### config.mk
export PLATFORM = sky130hd
export DESIGN_NAME = swe_cmd
export DESIGN_NICKNAME = d
export VERILOG_FILES = /design/src/swe_pkg.sv /design/src/swe_cmd.sv
export VERILOG_INCLUDE_DIRS = /design/src
export SDC_FILE = /design/constraint.sdc
export NUM_CORES = 1
export LEC_CHECK = 0
export BUFFER_PORTS_ARGS = -buffer_cell sky130_fd_sc_hd__buf_4
export CAP_MARGIN = 20
export CORE_MARGIN = 1
export CORE_UTILIZATION = 50
export CTS_CLUSTER_DIAMETER = 30
export DETAILED_ROUTE_END_ITERATION = 10
export PLACE_DENSITY = 0.67
export SKIP_CTS_REPAIR_TIMING = 1
export SYNTH_ARGS = -nofsm -noshare
export SYNTH_HDL_FRONTEND = slang
export SYNTH_SLANG_ARGS = --single-unit
### constraint.sdc
create_clock -name clk -period 2.8 [get_ports clk]
set_clock_uncertainty 0.05 [all_clocks]
set_input_delay 0.7 -clock clk [delete_from_list [all_inputs] [get_ports clk]]
set_output_delay 0.7 -clock clk [all_outputs]
set_load 0.01 [all_outputs]
### src/swe_cfg.svh
// Constants of the single-wire EEPROM write, lock and speed command block.
// Assumes inclusion by the package and by the command block; definitions only.
`ifndef SWE_CFG_SVH
`define SWE_CFG_SVH

// ----------------------------------------------------------------------------
// Opcodes in the upper nibble of the device address byte; lock address nibble of the memory address byte
// ----------------------------------------------------------------------------
`define SWE_OP_MAIN      4'hA
`define SWE_OP_SEC       4'hB
`define SWE_OP_LOCK      4'h2
`define SWE_OP_SLOW      4'hD
`define SWE_OP_FAST      4'hE
`define SWE_LOCK_ADDR    4'h6

// ----------------------------------------------------------------------------
// Field positions
// ----------------------------------------------------------------------------
`define SWE_OP_HI        7
`define SWE_OP_LO        4
`define SWE_SA_HI        3
`define SWE_SA_LO        1
`define SWE_RW_BIT       0
`define SWE_SEC_USER_BIT 4

// ----------------------------------------------------------------------------
// Timing and sizes
// ----------------------------------------------------------------------------
`define SWE_CLK_MHZ      25
`define SWE_WR_TIME_US   5000
`define SWE_WR_CYCLES    (`SWE_WR_TIME_US * `SWE_CLK_MHZ)
`define SWE_FIFO_DEPTH   16
`define SWE_FIFO_WIDTH   16
`define SWE_SLOW_RESET   1'b0

`endif

### src/swe_pkg.sv
// Types of the single-wire EEPROM write, lock and speed command block.
// Assumes the constants header sits in the same folder.
`include "swe_cfg.svh"

package swe_pkg;

  // --------------------------------------------------------------------------
  // Command sequencer states and write targets
  // --------------------------------------------------------------------------
  typedef enum logic [3:0] {
    SW_IDLE, SW_DEVADDR, SW_MEMADDR, SW_DATA, SW_LOCKDATA,
    SW_LOCKARMED, SW_IGNORE, SW_COMMIT, SW_BUSY
  } swe_state_e;

  typedef enum logic [1:0] {TG_MAIN, TG_SEC, TG_LOCK} swe_target_e;

  // --------------------------------------------------------------------------
  // Whole sequencer state
  // --------------------------------------------------------------------------
  typedef struct packed {
    swe_state_e       state;
    swe_target_e      target;
    logic [2:0]       bitCnt;
    logic [7:0]       shift;
    logic [6:0]       addr;
    logic [7:0][7:0]  page;
    logic [7:0]       mask;
    logic [3:0]       idx;
    logic             slow;
    logic             lockPend;
    logic [16:0]      timer;
    logic             ackValid;
    logic             respNack;
    logic             lockProgram;
    logic             wrAbort;
    logic             push;
    logic [15:0]      pushData;
  } swe_st_s;

  typedef struct packed {
    logic [4:0] wrPtr;
    logic [4:0] rdPtr;
  } swe_fifo_s;

endpackage

### src/swe_cmd.sv
// Command handling for page writes, security register writes, lock and
// speed mode inside a single-wire EEPROM, plus the commit FIFO.
// Assumes a bit layer on clk that delivers start, stop and bit pulses,
// and a nonvolatile engine that drains the FIFO and keeps the lock bit.
`timescale 1ns/1ns
`default_nettype none
`include "swe_cfg.svh"

// ----------------------------------------------------------------------------
// Commit FIFO
// ----------------------------------------------------------------------------
module swe_fifo
  import swe_pkg::*;
#(
  parameter int WIDTH = `SWE_FIFO_WIDTH,
  parameter int DEPTH = `SWE_FIFO_DEPTH
)(
  input  wire logic             clk,
  input  wire logic             reset_n,
  input  wire logic             flush,
  input  wire logic             inValid,
  output logic                  inReady,
  input  wire logic [WIDTH-1:0] inData,
  output logic                  outValid,
  input  wire logic             outReady,
  output logic      [WIDTH-1:0] outData
);
  localparam int AW = $clog2(DEPTH);
  swe_fifo_s  st_r;
  swe_fifo_s  st_nxt;
  logic [WIDTH-1:0] mem [DEPTH];
  logic       full;
  logic       empty;
  // Pointer one bit wider than the index tells full from empty
  assign empty    = (st_r.wrPtr == st_r.rdPtr);
  assign full     = (st_r.wrPtr[AW] != st_r.rdPtr[AW]) &&
                    (st_r.wrPtr[AW-1:0] == st_r.rdPtr[AW-1:0]);
  assign inReady  = !full;
  assign outValid = !empty;
  assign outData  = mem[st_r.rdPtr[AW-1:0]];

  // Pointer update; flush drops everything not yet drained
  always_comb
  begin
    st_nxt = st_r;
    if (inValid && !full && !flush)
      st_nxt.wrPtr = st_r.wrPtr + 5'h01;
    if (outReady && !empty)
      st_nxt.rdPtr = st_r.rdPtr + 5'h01;
    if (flush)
      st_nxt.rdPtr = st_r.wrPtr;
  end

  always_ff @(posedge clk or negedge reset_n)
  begin
    if (!reset_n)
      st_r <= '0;
    else
      st_r <= st_nxt;
  end

  // Storage needs no reset, only written entries are ever read
  always_ff @(posedge clk)
  begin
    if (inValid && !full && !flush)
      mem[st_r.wrPtr[AW-1:0]] <= inData;
  end
endmodule

// ----------------------------------------------------------------------------
// Command sequencer
// ----------------------------------------------------------------------------
module swe_cmd
  import swe_pkg::*;
#(
  parameter int   WR_CYCLES = `SWE_WR_CYCLES,
  parameter bit   HAS_SLOW  = 1'b1
)(
  input  wire logic       clk,
  input  wire logic       reset_n,
  input  wire logic [2:0] slaveAddr,
  input  wire logic       startSeen,
  input  wire logic       stopSeen,
  input  wire logic       bitValid,
  input  wire logic       bitData,
  input  wire logic       linePulse,
  input  wire logic       dischargeAbort,
  input  wire logic       discoveryReset,
  input  wire logic       secLockedNv,
  output logic            ackValid,
  output logic            respNack,
  output logic            speedSlow,
  output logic            writeBusy,
  output logic            lockProgram,
  output logic            wrAbort,
  output logic            nvmValid,
  input  wire logic       nvmReady,
  output logic            nvmSec,
  output logic [6:0]      nvmAddr,
  output logic [7:0]      nvmData
);
  localparam logic [16:0] WR_LOAD = 17'(WR_CYCLES - 1);
  swe_st_s     st_r;
  swe_st_s     st_nxt;
  logic        byteDone;
  logic [7:0]  rxByte;
  logic [3:0]  op;
  logic        isRead;
  logic        saMatch;
  logic        fifoReady;
  logic        fifoValid;
  logic [15:0] fifoOut;
  logic        cycling;

  // Byte assembly, MSB first; address byte layout
  assign byteDone = bitValid && (st_r.bitCnt == 3'h7);
  assign rxByte   = {st_r.shift[6:0], bitData};
  assign op       = rxByte[`SWE_OP_HI:`SWE_OP_LO];
  assign isRead   = rxByte[`SWE_RW_BIT];
  assign saMatch  = (rxByte[`SWE_SA_HI:`SWE_SA_LO] == slaveAddr);
  assign cycling  = (st_r.state == SW_COMMIT) || (st_r.state == SW_BUSY);
  assign ackValid    = st_r.ackValid;
  assign respNack    = st_r.respNack;
  assign speedSlow   = st_r.slow;
  assign writeBusy   = cycling;
  assign lockProgram = st_r.lockProgram;
  assign wrAbort     = st_r.wrAbort;
  assign nvmValid    = fifoValid;
  assign nvmSec      = fifoOut[15];
  assign nvmAddr     = fifoOut[14:8];
  assign nvmData     = fifoOut[7:0];

  // Bytes reach memory only through this FIFO; a stalled engine holds the cycle in SW_BUSY until it drains
  swe_fifo #(.WIDTH(`SWE_FIFO_WIDTH), .DEPTH(`SWE_FIFO_DEPTH)) u_fifo (
    .clk      (clk),
    .reset_n  (reset_n),
    .flush    (st_r.wrAbort),
    .inValid  (st_r.push),
    .inReady  (fifoReady),
    .inData   (st_r.pushData),
    .outValid (fifoValid),
    .outReady (nvmReady),
    .outData  (fifoOut)
  );

  // --------------------------------------------------------------------------
  // Next state
  // --------------------------------------------------------------------------
  always_comb
  begin
    st_nxt             = st_r;
    st_nxt.ackValid    = 1'b0;
    st_nxt.lockProgram = 1'b0;
    st_nxt.wrAbort     = 1'b0;
    st_nxt.push        = st_r.push && !fifoReady;
    if (bitValid)
      st_nxt.shift = rxByte;
    if (bitValid && !cycling)
      st_nxt.bitCnt = st_r.bitCnt + 3'h1;
    if (discoveryReset)
      st_nxt.slow = `SWE_SLOW_RESET;
    if (cycling)
    begin
      // Bus ignored while programming; a short pulse is answered NACK
      st_nxt.bitCnt = 3'h0;
      if (linePulse)
      begin
        st_nxt.ackValid = 1'b1;
        st_nxt.respNack = 1'b1;
      end
      if (st_r.timer != 17'h0)
        st_nxt.timer = st_r.timer - 17'h1;
      if (dischargeAbort)
      begin
        // Pending FIFO words are dropped, so untouched pages stay intact
        st_nxt.wrAbort  = 1'b1;
        st_nxt.lockPend = 1'b0;
        st_nxt.push     = 1'b0;
        st_nxt.state    = SW_IDLE;
      end
      else if (st_r.state == SW_COMMIT)
      begin
        if (!st_nxt.push)
        begin
          if (st_r.idx[3])
            st_nxt.state = SW_BUSY;
          else
          begin
            st_nxt.push     = st_r.mask[st_r.idx[2:0]];
            st_nxt.pushData = {st_r.target == TG_SEC, st_r.addr[6:3],
                               st_r.idx[2:0], st_r.page[st_r.idx[2:0]]};
            st_nxt.idx      = st_r.idx + 4'h1;
          end
        end
      end
      else if (st_r.timer == 17'h0 && !fifoValid && !st_r.push)
      begin
        // Lock becomes permanent only once the full cycle has run
        st_nxt.lockProgram = st_r.lockPend;
        st_nxt.lockPend    = 1'b0;
        st_nxt.state       = SW_IDLE;
      end
    end
    else if (startSeen)
    begin
      st_nxt.bitCnt = 3'h0;
      st_nxt.mask   = 8'h00;
      st_nxt.state  = SW_DEVADDR;
    end
    else if (stopSeen)
    begin
      st_nxt.bitCnt = 3'h0;
      st_nxt.state  = SW_IDLE;
      if (st_r.bitCnt != 3'h0)
        st_nxt.mask = 8'h00;
      else if (st_r.state == SW_DATA && st_r.mask != 8'h00)
      begin
        // Whole bytes only: program the loaded page
        st_nxt.state = SW_COMMIT;
        st_nxt.idx   = 4'h0;
        st_nxt.timer = WR_LOAD;
      end
      else if (st_r.state == SW_LOCKARMED)
      begin
        st_nxt.state    = SW_COMMIT;
        st_nxt.idx      = 4'h8;
        st_nxt.lockPend = 1'b1;
        st_nxt.timer    = WR_LOAD;
      end
    end
    else if (byteDone)
    begin
      st_nxt.ackValid = 1'b1;
      st_nxt.respNack = 1'b1;
      st_nxt.state    = SW_IGNORE;
      case (st_r.state)
        SW_DEVADDR:
        begin
          if (saMatch)
          begin
            case (op)
              `SWE_OP_MAIN, `SWE_OP_SEC, `SWE_OP_LOCK:
              begin
                if (!isRead)
                begin
                  st_nxt.respNack = 1'b0;
                  st_nxt.state    = SW_MEMADDR;
                  st_nxt.target   = (op == `SWE_OP_MAIN) ? TG_MAIN :
                                    (op == `SWE_OP_SEC) ? TG_SEC : TG_LOCK;
                end
              end
              `SWE_OP_SLOW:
              begin
                st_nxt.respNack = isRead ? !(HAS_SLOW && st_r.slow) : !HAS_SLOW;
                if (!isRead && HAS_SLOW)
                  st_nxt.slow = 1'b1;
              end
              `SWE_OP_FAST:
              begin
                st_nxt.respNack = isRead && st_r.slow;
                if (!isRead)
                  st_nxt.slow = 1'b0;
              end
              default: st_nxt.respNack = 1'b1;
            endcase
          end
        end
        SW_MEMADDR:
        begin
          if (st_r.target == TG_LOCK)
          begin
            // Lock and lock check share this answer
            if (rxByte[7:4] == `SWE_LOCK_ADDR && !secLockedNv)
            begin
              st_nxt.respNack = 1'b0;
              st_nxt.state    = SW_LOCKDATA;
            end
          end
          else
          begin
            st_nxt.respNack = 1'b0;
            st_nxt.state    = SW_DATA;
            st_nxt.addr     = (st_r.target == TG_SEC) ?
                              {2'b00, rxByte[4:0]} : rxByte[6:0];
          end
        end
        SW_DATA:
        begin
          if (st_r.target == TG_SEC &&
              (secLockedNv || !st_r.addr[`SWE_SEC_USER_BIT]))
            st_nxt.state = SW_IDLE;
          else
          begin
            st_nxt.respNack                 = 1'b0;
            st_nxt.state                    = SW_DATA;
            st_nxt.page[st_r.addr[2:0]]     = rxByte;
            st_nxt.mask[st_r.addr[2:0]]     = 1'b1;
            st_nxt.addr[2:0]                = st_r.addr[2:0] + 3'h1;
          end
        end
        SW_LOCKDATA:
        begin
          st_nxt.respNack = 1'b0;
          st_nxt.state    = SW_LOCKARMED;
        end
        default: st_nxt.respNack = 1'b1;
      endcase
    end
  end

  always_ff @(posedge clk or negedge reset_n)
  begin
    if (!reset_n)
    begin
      st_r       <= '0;
      st_r.slow  <= `SWE_SLOW_RESET;
    end
    else
      st_r <= st_nxt;
  end
endmodule

`default_nettype wire

Word-level counts from Yosys, hierarchy flattened
Memories as Yosys holds them, arrays and structs flattened.
Cells that the tools add are included.
{"block": "totals", "register_bits": 149, "mem_bits_rw": 256, "input_bits": 14, "output_inout_bits": 23, "wordCells": 236, "n_memories": 1}
{"block": "classes", "n_addsub": 6, "magnitude_cmp": 3, "n_eq_ne": 39, "muxes": 98, "bitwise": 10, "n_reduce_logical": 51}
{"name": "u_fifo.mem", "depth": 16, "width": 16, "rd": 1, "rd_clocked_by_memory_dff": 0, "write_ports": 1, "line_no": "swe_cmd.sv:31", "rtl": "logic [WIDTH-1:0] mem [DEPTH];"}
{"operator": "17-bit 2-to-1 mux", "n": 5}
{"operator": "4-bit 2-to-1 mux", "n": 19}
{"operator": "75-bit 2-to-1 mux", "n": 1}
{"operator": "64-bit bitwise mux", "n": 1}
{"operator": "8-bit 2-to-1 mux", "n": 7}
{"operator": "18-bit 2-to-1 mux", "n": 3}
{"operator": "1-bit 2-to-1 mux", "n": 27}
{"operator": "25-bit 2-to-1 mux", "n": 1}
{"operator": "5-bit 2-to-1 mux", "n": 5}
{"operator": "8-bit binary-select mux with 3-bit select", "n": 1}
{"operator": "8-bit demux with 3-bit select", "n": 1}
{"operator": "3-bit 2-to-1 mux", "n": 7}
{"operator": "7-bit AND reduction", "n": 3}
{"operator": "4-bit == test (second input constant)", "n": 5}
{"operator": "20-bit 2-to-1 mux", "n": 1}
{"operator": "19-bit 2-to-1 mux", "n": 1}
{"operator": "17-bit logical NOT", "n": 1}
{"operator": "17-bit nonzero test", "n": 1}
{"operator": "17-bit by 1-bit subtractor with 17-bit output (second input constant)", "n": 1}
{"operator": "4-bit by 3-bit == test with 1-bit output (second input constant)", "n": 4}
{"operator": "16-bit 2-to-1 mux", "n": 1}
{"operator": "2-bit 2-to-1 mux", "n": 8}
{"operator": "2-bit != test (second input constant)", "n": 8}
{"operator": "4-bit case mux with 4 select lines", "n": 1}
{"operator": "41 further kinds", "n": 94}

Longest topological paths before layout
{"block": "logic_depth", "word_depth": 11, "mapped_depth": 10}

Cells and area by module
A second synthesis with hierarchy kept.
{"block": "hier_totals", "cells_unflattened": 1066, "hier_area_um2": 17257.8}
{"mod": "swe_fifo", "n_inst": 1, "cells_per_inst": 511, "area_each_um2": 10570.1, "seq_area_each_um2": 7937.6}
{"mod": "swe_cmd", "n_inst": 1, "cells_per_inst": 555, "area_each_um2": 6687.7, "seq_area_each_um2": 3478.3}

Worst setup path before layout
No wires, ideal clock.
{"block": "synth_timing", "path_kind": "register to register", "startpoint": "reg u_fifo.st_r[8] (netlist bit)", "endpoint": "mem u_fifo.mem[3][0] (netlist bit) (enable)", "arrival_ns": 2.617, "t_required_ns": 2.341, "setup_slack_ns": -0.276, "stages_incl_launch_ff": 7, "synth_period_minus_slack_ns": 3.076, "path_cell_list": "dfrtp_1 clkbuf_1 xor2_1 nor4_2 a21oi_1 nand2_1 nor3_1"}
{"block": "synth_between", "elab_chain_len": 7}
{"element": "start, declared", "line_no": "swe_cmd.sv:29", "rtl": "swe_fifo_s st_r;"}
{"element": "start signal, assigned", "line_no": "swe_cmd.sv:59", "rtl": "st_r <= st_nxt;"}
{"element": "4-bit == test", "line_no": "swe_cmd.sv:37", "rtl": "(st_r.wrPtr[AW-1:0] == st_r.rdPtr[AW-1:0]);"}
{"element": "1-bit logical AND", "line_no": "swe_cmd.sv:36", "rtl": "assign full = (st_r.wrPtr[AW] != st_r.rdPtr[AW]) &&"}
{"element": "1-bit logical NOT"}
{"element": "1-bit logical AND (2 in a row)", "line_no": "swe_cmd.sv:65", "rtl": "if (inValid && !full && !flush)"}
{"element": "1-bit 2-to-1 mux", "line_no": "swe_cmd.sv:65"}
{"element": "1-bit 2-to-1 mux (not written as such)", "line_no": "swe_cmd.sv:66", "rtl": "mem[st_r.wrPtr[AW-1:0]] <= inData;"}
{"element": "end, declared", "line_no": "swe_cmd.sv:31"}
Parallel ways exist; a longest one is shown, timed or not.

Final worst setup path
{"block": "layout_timing", "startpoint": "reg u_fifo.st_r[0] (netlist bit)", "endpoint": "out nvmData[1]"}
{"block": "layout_between", "elab_chain_len": 1}
{"element": "memory 16 x 16 bit"}
{"element": "end, declared", "line_no": "swe_cmd.sv:100", "rtl": "output logic [7:0] nvmData"}
No other way between the ends.

==> results.cfg <==
[route]
wl_um = 38700
detail_route.vias_per_cell = 5.79
drt-wirelength-per-cell_um = 22.9
firstDrtPassIters = 5
postRouteAntennaNets = 0
vias = 9775
drc_errors = 0
drt_iter0_drc = 704

[yosys]
synth_fp_nets = 1039
synth_top_area_cell = edfxtp_1
synth_area_um2 = 17000
yosysSeqAreaShare_pct = 67.1
netlist_top_cells_area = edfxtp_1 45%, dfrtp_1 22%, mux4_2 13%
synth.avg_cell_area_um2 = 16.8
synth.yosys.warnings = 0
ys_seq_elements = 405
synth_ff_type = edfxtp_1
ys_top_cells_by_count = 256 x edfxtp_1, 149 x dfrtp_1, 98 x mux4_2
synth.top_cell.area_share_pct = 45.2
async_reset_ff_share_pct = 36.8
synth-edff-count = 256
synth_cells = 1014
yosysMostFrequentCell = edfxtp_1
synth.distinct_cells = 63

[sta]
slew_viol_final = 0
max_freq_mhz = 306
hold_viol_final = 0
setup_viol = 16
period_needed_ns = 3.27
max-slew-margin-rel_pct = 45.9
tightest_slew_ns = 0.810
layout_setup_ws_ns = -0.470
rsz0062_at_grt = true
period_share_pct = 117

[outcome]
failed_checks = setup timing
status = finished, violations left

[global_routing]
grt_max_degree = 57
antenna_found_initial = 0
overflow = 0
met2_usage_pct = 39.3
grt_pass1_wl_um = 59700
grt_use_met1_pct = 29.0
grtUsageTotal_pct = 22.7
first_global_vias = 10300
met3_usage_pct = 3.91
grt-busiest-layer = met2

[job]
max_cap_violations = 0

[min_path]
hold_class = in -> async

[finish]
fillCellCount = 2338
layout.nets = 1199
layout-drive-gt1-share_pct = 38.7
syn_to_final_growth_pct = 27.1
antenna_cells = 0

[placed_design]
port-buffer-count = 36
place.gp.congestion = 0.805
pre_cts_ws_ns = 0.117
place.detailed.hpwl_um = 22000

[setup_path]
cp.arrival_ns = 2.52
criticalPathCategory = reg -> out
start_kind = register
reg2reg_depth = 9
cp.required_ns = 2.05
end_kind = output port
crit_fanout = 6

[clocking]
cts_tree = done
clk_pin_slew_ns = 0.05
ctsLongestPathBuffers = 3
clock_sinks = 405
root_buffer = clkbuf_16
numCtsBuffers = 82
clk_latency_ns = 0.58
htree_levels = 3

[power]
power.total_mw = 20.5
power_density_nw_per_um2 = 948
peakVddDrop_uv = 609
p_leak_nw = 8.26

[die]
die_h_um = 186
num_io_pins = 37
dieArea_um2 = 34800
placementRows = 67
core_area_um2 = 33500
initial_utilization_pct = 50.7
die_width_um = 186
-- per-layer routing --
metal	vias up	part of all wire (%)
met5	-	0
met4	0	2.4
met3	69	4.9
met2	320	52
met1	5067	41
li1	4319	-
-- power breakdown --
group | internal (mW) | total (mW) | switching [mW]
registers | 6.63 | 6.92 | 0.289
logic | 2.15 | 3.82 | 1.66
clock network | 6.45 | 9.77 | 3.32
-- final timing paths --
path / slack [ns] / endpoint / from
max: -0.47 / nvmData[1] / u_fifo.st_r[0]$_DFFE_PN0P_
min: 0.03 / st_r[28]$_DFFE_PN0P_ / reset_n
max reg2reg: 0.28 / register / st_r[131]$_DFFE_PN0P_
min reg2reg: 0.45 / register / register
max in group asynchronous: 1.96 / st_r[139]$_DFFE_PN0P_ / reset_n
min in group clk: 0.34 / ackValid$_DFF_PN0_ / linePulse
-- per-stage QoR --
step	hold slack, ns	std cells	TNS, ns	util [%]	area, um^2
2_1_floorplan	0.354	1014	-12.02	-	17000
3_3_place_gp	0.413	1526	0	55.1	18500
3_5_place_dp	0.437	1526	0	55.1	18500
4_1_cts	0.0348	1677	-8.01	63.6	21300
5_1_grt	0.0516	1689	-8.14	64.5	21600
6_report	0.0261	1689	-7.03	64.5	21600
-- area by class of cell --
type / count / area (um^2) / area share, %
well taps: 448 / 561 / 2.59
clock inverters: 55 / 669 / 3.10
inverters: 17 / 67.6 / 0.313
repair buffers: 129 / 1350 / 6.24
flip-flops and latches: 405 / 11400 / 52.8
clock buffers: 96 / 2160 / 10.0
multi-input cells: 539 / 5390 / 24.9
-- kinds of logic (layout without fill, tap and decap cells) --
logic type | count (synthesis) | in the layout | synth area share, %
simple gates | 211 | 211 | 6.43
buf+inv | 70 | 297 | 1.63
mux | 194 | 194 | 19.2
compound gates | 96 | 96 | 3.43
xor+xnor | 27 | 27 | 1.39
flops | 405 | 405 | 67.1
fa+ha+maj | 11 | 11 | 0.809
-- critical path, stage by stage, from the launching register on --
cell     delay, ns
dfrtp_4       0.45
buf_12        0.16
buf_16        0.13
mux4_2        0.49
mux4_2        0.55
buf_6         0.15
-- layout by cell type, fill, tap and decap left out, drive strengths merged, types with 3 or more instances in the layout --
cell	synthesis	routed
clkbuf	33	102
nor4b	3	3
clkinvlp	0	8
clkinv	0	26
buf	20	123
mux2i	15	15
xor2	12	12
nor2b	7	7
a32o	3	3
dfrtp	149	149
xnor2	15	15
or3	7	7
and3	3	3
o41ai	4	4
a31oi	6	6
nand3	13	13
nor4	10	10
edfxtp	256	256
mux2	81	81
inv	17	29
o21ai	32	32
nor2	68	68
nor3	22	22
nand2	48	48
ha	11	11
o22ai	3	3
a21oi	29	29
mux4	98	98
bufinv	0	9
nand2b	6	6
nand4	7	7
Power figures use the tool's default switching activity.
